### src/design/slwd_pkg.sv
// Purpose: Shared constants and types of the low-power and watchdog controller.
// Assumes: A 200 MHz system clock; every cycle count derives from CLK_MHZ.
// Notes: The command opcodes are framed as one opcode byte and one data byte.
package slwd_pkg;
  // Time figures in their own units, and the clock rate they convert with.
  localparam longint CLK_MHZ = 200;
  localparam longint CYC_PER_MS = CLK_MHZ * 1000;
  localparam longint NREQ_LONG_MS = 256;
  localparam longint NREQ_SHORT_MS = 64;
  localparam longint RST_MS = 1;
  localparam longint WD_MS = 128;
  localparam longint FLASH_MS = 32000;
  localparam longint OC_MAX_MS = 32;
  localparam longint LPT_MS = 1024;
  localparam int INT_PULSE_US = 10;
  localparam int INT_PULSE_CYC = int'(CLK_MHZ) * INT_PULSE_US;

  // Counter width; the flash period needs 33 bits at this clock.
  localparam int CW = 33;
  localparam logic [4:0] SPI_BITS = 5'h10;
  localparam logic [7:0] LFSR_SEED = 8'hA5;
  localparam logic [12:0] SYNC_RST = 13'h0002;
  localparam int WF_TMR = 7;
  localparam int WF_OC = 8;

  // Command opcodes and data values.
  localparam logic [7:0] OP_WD = 8'h5A;
  localparam logic [7:0] OP_LPWD = 8'h5B;
  localparam logic [7:0] OP_MODE = 8'h5C;
  localparam logic [7:0] OP_RND = 8'h1B;
  localparam logic [7:0] OP_SECREQ = 8'h2D;
  localparam logic [7:0] OP_SECACK = 8'h2E;
  localparam logic [7:0] OP_CFG = 8'h31;
  localparam logic [7:0] OP_CLR = 8'h3C;
  localparam logic [7:0] MD_NREQ = 8'h10;
  localparam logic [7:0] MD_LPOFF = 8'h20;
  localparam logic [7:0] MD_LPON = 8'h40;
  localparam logic [7:0] MD_DBGX = 8'h80;
  localparam logic [1:0] SEC_INIT = 2'h1;
  localparam logic [1:0] SEC_FLASH = 2'h2;
  localparam logic [1:0] SEC_RST = 2'h3;
  localparam logic [1:0] WT_WIN = 2'h0;
  localparam logic [1:0] WT_TMO = 2'h1;
  localparam logic [1:0] WT_ADV = 2'h2;
  localparam logic [1:0] SP_2 = 2'h1;
  localparam logic [1:0] SP_4 = 2'h2;

  typedef enum logic [6:0] {
    M_INIT = 7'h01, M_RST = 7'h02, M_NREQ = 7'h04, M_NORM = 7'h08,
    M_FLASH = 7'h10, M_LPOFF = 7'h20, M_LPON = 7'h40
  } slwd_mode_t;

  typedef struct packed {
    logic [7:0] op;
    logic [7:0] dat;
  } slwd_cmd_t;

  typedef struct packed {
    logic [1:0] oc_sel;
    logic lpwd_en;
    logic nreq_short;
    logic [1:0] split;
    logic [1:0] wtype;
  } slwd_cfg_t;

  localparam slwd_cfg_t CFG_RST = 8'h00;
endpackage

### src/design/slwd_ctrl.sv
// Purpose: Mode sequencer, wake-up logic and watchdog of a system basis chip.
// Assumes: SPI mode 0, 16-bit frames, pins sampled through two flip-flops.
// Notes: MISO returns {supply-loss flag, mode, random code} in every frame.
// Overview of operation
// - SPI request or fail-safe enters supply-off low power; supplies switch off.
// - Supply-off low power watches CAN, LIN, timer, wake pins, cyclic sense.
// - Wake-up goes through Reset into Normal Request; sources stay readable.
// - Supply-on low power keeps main supply, others off, pass drive disabled.
// - Normal Request mode write wakes from supply-on low power.
// - Load current above threshold longer than selected time declares wake-up.
// - Wake-up from supply-on low power gives a low interrupt pulse.
// - Optional low-power timeout watchdog refreshed by command or short overcurrent.
// - Secured request shows a fresh random code; next command returns it inverted.
// - Normal to INIT or Flash only through the secured procedure; Reset also on a watchdog failure.
// - Critical settings writable only in INIT after power-on or secured return.
// - Normal Request timeout is long by default; short only after supply-on wake.
// - Normal Request watchdog is a plain timeout, refresh anytime.
// - Watchdog type chosen in INIT, window default, then locked.
// - Window refresh before half period or missing refresh forces Reset.
// - Window checking in Normal and Flash; period back to default after supply loss.
// - Debug keeps the watchdog counting but never resets.
// - SPI debug exit restarts the period; pin exit forces Reset.
// - Flash runs a long timeout with an interrupt pulse at half period.
// - Advanced refresh writes the inverted random byte in 1, 2 or 4 commands.
// - Low power is refused while any wake flag is set.
// - Simple refresh word accepted anytime in timeout, only in the open window in window type; advanced type counts it as a bad refresh.
`timescale 1ns/100ps
module slwd_ctrl
  import slwd_pkg::*;
#(
  parameter longint NREQ_LONG_CYC = NREQ_LONG_MS * CYC_PER_MS,
  parameter longint NREQ_SHORT_CYC = NREQ_SHORT_MS * CYC_PER_MS,
  parameter longint RST_CYC = RST_MS * CYC_PER_MS,
  parameter longint WD_CYC = WD_MS * CYC_PER_MS,
  parameter longint FLASH_CYC = FLASH_MS * CYC_PER_MS,
  parameter longint OC_MAX_CYC = OC_MAX_MS * CYC_PER_MS,
  parameter longint LPT_CYC = LPT_MS * CYC_PER_MS
) (
  input wire logic clk,
  input wire logic sys_rst,
  input wire logic spi_sck,
  input wire logic spi_cs_n,
  input wire logic spi_mosi,
  output logic spi_miso,
  output logic spi_miso_oe,
  input wire logic [6:0] ext_wake,
  input wire logic sleep_current_threshold,
  input wire logic failsafe_lp,
  input wire logic debug_select_pin,
  output logic rst_n,
  output logic int_n,
  output logic vdd_en,
  output logic can_supply_en,
  output logic aux_regulator_en,
  output logic pnp_en,
  output logic [6:0] mode_state,
  output logic [8:0] wake_flags,
  output logic batfail_flag,
  output logic debug_active,
  output slwd_cfg_t cfg
);

  logic [12:0] sy1, sy2;
  logic [6:0] ew;
  logic oc_s, fs_s, dbg_s, sck_s, cs_s, mosi_s;
  logic sck_d, cs_d, frm, oc_d;
  logic [4:0] bitcnt;
  logic [15:0] sh;
  logic [14:0] tx;
  slwd_cmd_t cmd;
  slwd_mode_t mode, next_mode;
  logic [7:0] lfsr, rnd, pmask;
  logic [1:0] pidx, plast_idx, sec_pend, st;
  logic [CW-1:0] cnt, lim, lp_cnt, oc_cnt, oc_lim, half;
  logic [10:0] int_cnt;
  logic is_ref, ref0, is_mode, lp_req, any_wake, adv, win, early, exp;
  logic part_ok, ref_done, ref_bad, ref_ok, sec_req, sec_go, new_rnd;
  logic dbg_exit_spi, dbg_fall, restart, lp_refresh, oc_long, oc_short;
  logic tmr_hit, int_start, flash_half, cfg_open, use_short, cfg_wr_ok;

  // Pins cross into the clock domain; only sy2 is ever read by logic.
  always_ff @(posedge clk) begin
    if (sys_rst) begin
      sy1 <= SYNC_RST;
      sy2 <= SYNC_RST;
    end else begin
      sy1 <= {ext_wake, sleep_current_threshold, failsafe_lp, debug_select_pin, spi_sck, spi_cs_n, spi_mosi};
      sy2 <= sy1;
    end
  end
  assign {ew, oc_s, fs_s, dbg_s, sck_s, cs_s, mosi_s} = sy2;

  // Receive shift register; a frame counts only with exactly 16 clocks.
  always_ff @(posedge clk) begin
    if (sys_rst) begin
      sck_d <= 1'b0;
      cs_d <= 1'b1;
      bitcnt <= 5'h00;
      sh <= 16'h0000;
      frm <= 1'b0;
      cmd <= 16'h0000;
    end else begin
      sck_d <= sck_s;
      cs_d <= cs_s;
      frm <= 1'b0;
      if (cs_s) begin
        bitcnt <= 5'h00;
      end else if (sck_s && !sck_d) begin
        sh <= {sh[14:0], mosi_s};
        if (bitcnt != 5'h1F) begin
          bitcnt <= bitcnt + 5'h01;
        end
      end
      if (cs_s && !cs_d && bitcnt == SPI_BITS) begin
        frm <= 1'b1;
        cmd <= slwd_cmd_t'(sh);
      end
    end
  end

  // Transmit side: the code shown is the one valid at chip select fall.
  always_ff @(posedge clk) begin
    if (sys_rst) begin
      tx <= 15'h0000;
      spi_miso <= 1'b0;
      spi_miso_oe <= 1'b0;
    end else begin
      spi_miso_oe <= !cs_s;
      if (!cs_s && cs_d) begin
        spi_miso <= batfail_flag;
        tx <= {mode, rnd};
      end else if (!sck_s && sck_d && !cs_s) begin
        spi_miso <= tx[14];
        tx <= {tx[13:0], 1'b0};
      end
    end
  end

  // Free-running LFSR; the code is latched only when a new one is due.
  always_ff @(posedge clk) begin
    if (sys_rst) begin
      lfsr <= LFSR_SEED;
      rnd <= LFSR_SEED;
    end else begin
      lfsr <= {lfsr[6:0], lfsr[7] ^ lfsr[5] ^ lfsr[4] ^ lfsr[3]};
      if (new_rnd) begin
        rnd <= lfsr;
      end
    end
  end

  // Bits of the inverted code expected in command pidx of a split refresh.
  function automatic logic [7:0] part_mask(input logic [1:0] sp, input logic [1:0] idx);
    logic [7:0] m;
    m = 8'hFF;
    if (sp == SP_2) begin
      m = idx[0] ? 8'h0F : 8'hF0;
    end else if (sp == SP_4) begin
      m = 8'hC0 >> {idx, 1'b0};
    end
    return m;
  endfunction

  // Command decode and refresh checking.
  assign is_ref = frm && cmd.op == OP_WD;
  assign ref0 = is_ref && cmd.dat == 8'h00;
  assign is_mode = frm && cmd.op == OP_MODE;
  assign lp_req = is_mode && (cmd.dat == MD_LPOFF || cmd.dat == MD_LPON);
  assign any_wake = |wake_flags;
  assign adv = cfg.wtype == WT_ADV;
  assign win = cfg.wtype == WT_WIN;
  assign half = CW'(WD_CYC / 2);
  assign early = cnt < half;
  assign pmask = part_mask(cfg.split, pidx);
  assign plast_idx = (cfg.split == SP_2) ? 2'h1 : (cfg.split == SP_4) ? 2'h3 : 2'h0;
  assign part_ok = cmd.dat == (~rnd & pmask);
  assign ref_done = is_ref && (adv ? part_ok && pidx == plast_idx : cmd.dat == 8'h00);
  // Only the completing command is held to the window.
  assign ref_bad = (is_ref && (adv ? !part_ok : cmd.dat != 8'h00)) || (ref_done && win && early);
  assign ref_ok = ref_done && !(win && early);
  assign sec_req = frm && cmd.op == OP_SECREQ && cmd.dat[1:0] != 2'h0 && mode == M_NORM;
  assign sec_go = frm && cmd.op == OP_SECACK && sec_pend != 2'h0 && cmd.dat == ~rnd;
  assign new_rnd = sec_req || (mode == M_NORM && ref_ok && adv);
  assign dbg_exit_spi = is_mode && cmd.dat == MD_DBGX && debug_active;
  assign dbg_fall = debug_active && !dbg_s && st == 2'h3;
  assign cfg_wr_ok = mode == M_INIT && cfg_open;

  // Period of the running count in each mode.
  always_comb begin
    case (mode)
      M_INIT: lim = CW'(NREQ_LONG_CYC);
      M_RST: lim = CW'(RST_CYC);
      M_NREQ: lim = use_short ? CW'(NREQ_SHORT_CYC) : CW'(NREQ_LONG_CYC);
      M_NORM: lim = CW'(WD_CYC);
      M_FLASH: lim = CW'(FLASH_CYC);
      M_LPON: lim = CW'(WD_CYC);
      default: lim = {CW{1'b1}};
    endcase
  end
  assign exp = cnt >= lim - {{(CW-1){1'b0}}, 1'b1};

  // Mode sequencing; a watchdog reset is blocked while debug is active.
  always_comb begin
    next_mode = mode;
    if (dbg_fall) begin
      next_mode = M_RST;
    end else begin
      case (mode)
        M_INIT, M_NREQ: begin
          if (ref0) begin
            next_mode = M_NORM;
          end else if (exp && !debug_active) begin
            next_mode = M_RST;
          end
        end
        M_RST: begin
          if (exp) begin
            next_mode = M_NREQ;
          end
        end
        M_NORM: begin
          if (sec_go) begin
            case (sec_pend)
              SEC_INIT: next_mode = M_INIT;
              SEC_FLASH: next_mode = M_FLASH;
              default: next_mode = M_RST;
            endcase
          end else if ((ref_bad || exp) && !debug_active) begin
            next_mode = M_RST;
          end else if (lp_req && !any_wake) begin
            next_mode = (cmd.dat == MD_LPOFF) ? M_LPOFF : M_LPON;
          end else if (fs_s && !any_wake) begin
            next_mode = M_LPOFF;
          end
        end
        M_FLASH: begin
          if (is_mode || ((ref_bad || exp) && !debug_active)) begin
            next_mode = M_RST;
          end
        end
        M_LPOFF: begin
          if (any_wake) begin
            next_mode = M_RST;
          end
        end
        M_LPON: begin
          if (any_wake || (is_mode && cmd.dat == MD_NREQ)) begin
            next_mode = M_NREQ;
          end else if (cfg.lpwd_en && exp && !debug_active) begin
            next_mode = M_RST;
          end
        end
        default: next_mode = M_RST;
      endcase
    end
  end

  // Mode register and supply controls, registered from the next mode.
  always_ff @(posedge clk) begin
    if (sys_rst) begin
      mode <= M_INIT;
      rst_n <= 1'b1;
      vdd_en <= 1'b1;
      can_supply_en <= 1'b0;
      aux_regulator_en <= 1'b0;
      pnp_en <= 1'b0;
    end else begin
      mode <= next_mode;
      rst_n <= next_mode != M_RST;
      vdd_en <= next_mode != M_LPOFF;
      can_supply_en <= next_mode == M_NORM || next_mode == M_FLASH;
      aux_regulator_en <= next_mode == M_NORM;
      pnp_en <= next_mode == M_NORM || next_mode == M_FLASH;
    end
  end
  assign mode_state = mode;

  // One count serves every mode; in debug it wraps instead of resetting.
  assign lp_refresh = mode == M_LPON && ((frm && cmd.op == OP_LPWD) || oc_short);
  assign restart = next_mode != mode || (mode == M_NORM && ref_ok) || (mode == M_FLASH && ref0)
                   || dbg_exit_spi || lp_refresh;
  always_ff @(posedge clk) begin
    if (sys_rst) begin
      cnt <= '0;
    end else if (restart || exp) begin
      cnt <= '0;
    end else begin
      cnt <= cnt + {{(CW-1){1'b0}}, 1'b1};
    end
  end

  // Wake timer and load-current timer of the low-power modes.
  assign oc_lim = CW'(OC_MAX_CYC) >> (2'h3 - cfg.oc_sel);
  assign oc_long = mode == M_LPON && oc_s && oc_cnt == oc_lim - {{(CW-1){1'b0}}, 1'b1};
  assign oc_short = oc_d && !oc_s && oc_cnt < oc_lim - {{(CW-1){1'b0}}, 1'b1};
  assign tmr_hit = lp_cnt == CW'(LPT_CYC - 1);
  always_ff @(posedge clk) begin
    if (sys_rst) begin
      lp_cnt <= '0;
      oc_cnt <= '0;
      oc_d <= 1'b0;
    end else begin
      oc_d <= oc_s;
      if ((mode == M_LPOFF || mode == M_LPON) && !tmr_hit) begin
        lp_cnt <= lp_cnt + {{(CW-1){1'b0}}, 1'b1};
      end else begin
        lp_cnt <= '0;
      end
      if (mode == M_LPON && oc_s && !oc_long) begin
        oc_cnt <= oc_cnt + {{(CW-1){1'b0}}, 1'b1};
      end else if (!oc_s) begin
        oc_cnt <= '0;
      end
    end
  end

  // Sticky wake flags; a set in the clearing cycle survives the clear.
  always_ff @(posedge clk) begin
    if (sys_rst) begin
      wake_flags <= 9'h000;
      batfail_flag <= 1'b1;
    end else begin
      if (frm && cmd.op == OP_CLR) begin
        batfail_flag <= 1'b0;
      end
      if (mode == M_LPOFF || mode == M_LPON) begin
        wake_flags <= ((frm && cmd.op == OP_CLR) ? 9'h000 : wake_flags) | {oc_long, tmr_hit, ew};
      end else if (frm && cmd.op == OP_CLR) begin
        wake_flags <= 9'h000;
      end
    end
  end

  // Settings: open after power-on and after a secured return to INIT only.
  always_ff @(posedge clk) begin
    if (sys_rst) begin
      cfg <= CFG_RST;
      cfg_open <= 1'b1;
    end else begin
      if (frm && cmd.op == OP_CFG && cfg_wr_ok) begin
        cfg <= slwd_cfg_t'(cmd.dat);
      end
      if (mode == M_NORM && next_mode == M_INIT) begin
        cfg_open <= 1'b1;
      end else if (mode == M_INIT && next_mode != M_INIT) begin
        cfg_open <= 1'b0;
      end
    end
  end

  // Secured request slot, split refresh index and timeout choice.
  always_ff @(posedge clk) begin
    if (sys_rst) begin
      sec_pend <= 2'h0;
      pidx <= 2'h0;
      use_short <= 1'b0;
    end else begin
      if (sec_req) begin
        sec_pend <= cmd.dat[1:0];
      end else if (frm) begin
        sec_pend <= 2'h0;
      end
      if (next_mode != mode || ref_done || ref_bad) begin
        pidx <= 2'h0;
      end else if (mode == M_NORM && adv && is_ref && part_ok) begin
        pidx <= pidx + 2'h1;
      end
      if (mode == M_LPON && next_mode == M_NREQ) begin
        use_short <= cfg.nreq_short;
      end else if (next_mode == M_RST) begin
        use_short <= 1'b0;
      end
    end
  end

  // Debug strap is caught once the synchroniser has settled after reset.
  always_ff @(posedge clk) begin
    if (sys_rst) begin
      st <= 2'h0;
      debug_active <= 1'b0;
    end else begin
      if (st != 2'h3) begin
        st <= st + 2'h1;
      end
      if (st == 2'h2) begin
        debug_active <= dbg_s;
      end else if (dbg_fall || dbg_exit_spi) begin
        debug_active <= 1'b0;
      end
    end
  end

  // Interrupt pulse, fixed length so the host cannot miss it.
  assign flash_half = mode == M_FLASH && cnt == CW'(FLASH_CYC / 2);
  assign int_start = (mode == M_LPON && next_mode == M_NREQ) || flash_half;
  always_ff @(posedge clk) begin
    if (sys_rst) begin
      int_cnt <= 11'h000;
      int_n <= 1'b1;
    end else if (int_start) begin
      int_cnt <= 11'(INT_PULSE_CYC);
      int_n <= 1'b0;
    end else if (int_cnt != 11'h000) begin
      int_cnt <= int_cnt - 11'h001;
      int_n <= int_cnt == 11'h001;
    end
  end
endmodule

### config.mk
export PLATFORM = sky130hd
export DESIGN_NAME = slwd_ctrl
export DESIGN_NICKNAME = d
export VERILOG_FILES = /design/src/design/slwd_pkg.sv /design/src/design/slwd_ctrl.sv
export SDC_FILE = /design/constraint.sdc
export NUM_CORES = 1
export LEC_CHECK = 0
export BUFFER_PORTS_ARGS = -buffer_cell sky130_fd_sc_hd__buf_2
export CAP_MARGIN = 20
export CORE_ASPECT_RATIO = 1.75
export CORE_MARGIN = 5
export CORE_UTILIZATION = 53
export DETAILED_ROUTE_END_ITERATION = 12
export HOLD_SLACK_MARGIN = 0.05
export PLACE_DENSITY_LB_ADDON = 0.15
export SYNTH_ARGS = -nofsm -noshare
export SYNTH_HDL_FRONTEND = slang
export SYNTH_SLANG_ARGS = --single-unit
### constraint.sdc
create_clock -name clk -period 7.7 [get_ports clk]
set_clock_uncertainty 0.15 [all_clocks]
set_input_delay 0.385 -clock clk [delete_from_list [all_inputs] [get_ports clk]]
set_output_delay 0.385 -clock clk [all_outputs]
set_load 0.01 [all_outputs]
==> metrics.txt <==
status=complete, no violations; final wirelength=31300 µm; Clk Latency, worst-skew pair=530 ps; final core utilization=between 50% and 60%; Setup Crit Path Kind=reg2reg; Top delay family on crit path=simple AND/OR/NAND/NOR gates; area of the multi-input gates=7310 µm²; Tmin final=6450 ps; die width=127 µm; Routed Antenna Nets=0; global-route wire length before repair=approximately 53000 µm; TNS Setup=0 ps; Overflow after GRT=0; async set-reset flop share out of synthesis=0%; number of port buffers=48; clock root cell=clkbuf_16; pin count of the biggest net entering global routing=91; final setup margin=1250 ps; gr usage total=between 20% and 30%; WP buf/inv=1; Min Hold Slack=291 ps; CTS H-tree lvls=1; library cells used by synthesis=78; Layout area overhead=11.4%; Initial Utilization=a little over half; # nets final=1633; Register Area=around 5000 µm²; vias in the first global route=10.7k; Post-synth top cells=dfxtp_1 (249), nor2_1 (190), nand2_1 (170); Worst setup SP type=register; Mapped Area=12700 µm²; max_slew headroom=31.8%; syn avg cell area=8.44 µm²; drt first pass iters=5; pwr/cell area=202 nW/µm²; Vias=10.7k; Synth Instances=1503; initial antenna violation count=0; gpl congestion=0.919; share of cells above drive strength 1=9.10%; Core ar.=23800 µm²; CP max FO=35; Final Power=2.86 mW; Worst VDD drop=0.200 mV; routed vias/inst=roughly 5.7; CP arrival=6720 ps; count leader, synth=dfxtp_1; CP max-delay cell=a2111oi_0; Initial DRC Count=between 500 and 600; fmax=0.155 GHz; RSZ-0062 raised after global routing=no; io pins=49; DR WL/cell=~17 µm; Hold Crit Class=reg2reg; Post-Place Worst Slack=1310 ps; die height=215 µm; post-synthesis sequential area ratio=between 30% and 40%; most used cell along the critical path=nor3_1; Final period util=83.8%; Max-Cap Viols=0; clock slew at reported path FFs=60 ps; Final Max Slew Viols=0; warnings from Yosys=0; DP Wirelength=22500 µm; number of synthesized flops with an enable pin=0; CP Cell Sequence=nor4_1, nand2_1, a21oi_1, a31oi_1, o21a_1, inv_1, o21ai_0, nor3_1, ha_1, nand4_1, nor3_1, nor4_1, a21oi_1, nor3_1, o21ai_0, mux2_2, a2111oi_0, nand4_4, nor4b_1; max incr delay on CP=roughly 700 ps; CP Capture Type=register; Synth Flop Type=dfxtp_1; Antenna Cells=0; Lkg Pwr=5.38 nW; Yosys reg bits=about 250; area leader, netlist=dfxtp_1; Max Buffers Root-to-Sink=3; drt drc=0; num rows=75; Worst Path Required=7970 ps; Num CTS Buffers=24; die area=27300 µm²; Yosys top cell area share=39.3%; Final Hold Viols=0; Clock Sinks=roughly 250; final setup vio count=0; CTS tree=built; Area contributors post-synth=dfxtp_1 (39%), ha_1 (7.3%), nor2_1 (5.6%); layout filler cell count=2174; Worst Tran Pin Value=1010 ps
==> sequential cells by signal (all words and copies together) (netlist names), 5 cells and up <==
signal and cells:
bitcnt 5, cnt 33, cmd 16, sh 16
oc_cnt 33, lfsr 8, sy2 13, mode_state 7
cfg 8, sy1 13, rnd 8, int_cnt 11
wake_flags 9, tx 15, lp_cnt 33
==> report_power, final <==
| group | total [mW] | switching (mW) | internal, mW |
|---|---|---|---|
| combinational | 0.316 | 0.191 | 0.125 |
| clock | 1.18 | 0.497 | 0.683 |
| sequential | 1.36 | 0.0337 | 1.33 |
| total | 2.86 | 0.722 | 2.14 |
==> layout make-up <==
| class | instances | share of cell area, % |
|---|---|---|
| clock buffers | 34 | 4.80 |
| clock inverters | 9 | 0.796 |
| inverters | 49 | 1.30 |
| multi-input cells | 1146 | 51.7 |
| flip-flops and latches | 249 | 35.3 |
| well taps | 308 | 2.73 |
| repair buffers | 74 | 3.43 |
==> cell usage in the layout, fill, tap and decap left out, types with 15 or more instances in the layout <==
cell         n
a21o_1      18
a21oi_1     74
a311oi_1    15
buf_2       47
clkbuf_16   24
dfxtp_1    249
ha_1        74
inv_1       49
mux2i_1     32
nand2_1    170
nand2b_1    17
nand3_1     61
nand4_1     40
nor2_1     189
nor2b_1     39
nor3_1      55
nor4_1      24
o21ai_0     26
or3_1       25
xnor2_1     47
xor2_1      46
==> layer usage <==
metal,track usage [%],vias to the layer above,wire length [µm]
met5,0,-,0
met4,9.09,0,1180
met3,3.04,78,1100
met2,43.1,203,16600
met1,25.4,5070,12400
li1,-,5366,-
==> cells by family (layout without fill, tap and decap cells) <==
| group | Yosys count | in the layout | share of synthesized area (%) |
|---|---|---|---|
| compound gates | 216 | 216 | 11.6 |
| mux | 46 | 46 | 3.77 |
| xor+xnor | 94 | 94 | 6.49 |
| simple gates | 706 | 706 | 27.9 |
| fa+ha+maj | 74 | 74 | 7.30 |
| buf+inv | 116 | 166 | 3.55 |
| other cells | 2 | 10 | 0.0592 |
| flops | 249 | 249 | 39.3 |
==> per-stage QoR <==
stage	std cells	instance area, µm²
final	1869	14100
after global routing	1869	14100
after detailed placement	1810	13200
after CTS	1866	14100
after global placement	1810	13200
after floorplan	1511	12700
==> path summary, 6_finish.rpt <==
check                           slack (ps)             to  depth (start not counted)           from
worst max-delay path                  1250        cnt[32]                         19  mode_state[4]
worst max register to register        1250        cnt[32]                         19  mode_state[4]
worst min register to register         290  wake_flags[1]                          1         sy2[7]
worst min-delay path                   290  wake_flags[1]                          1         sy2[7]
==> repair_timing <==
item,in CTS,in global routing
setup buffers,0,0
hold buffers,13,0
endpoints found under the hold margin,13,0
gates resized for setup,0,0
Power figures use the tool's default switching activity.
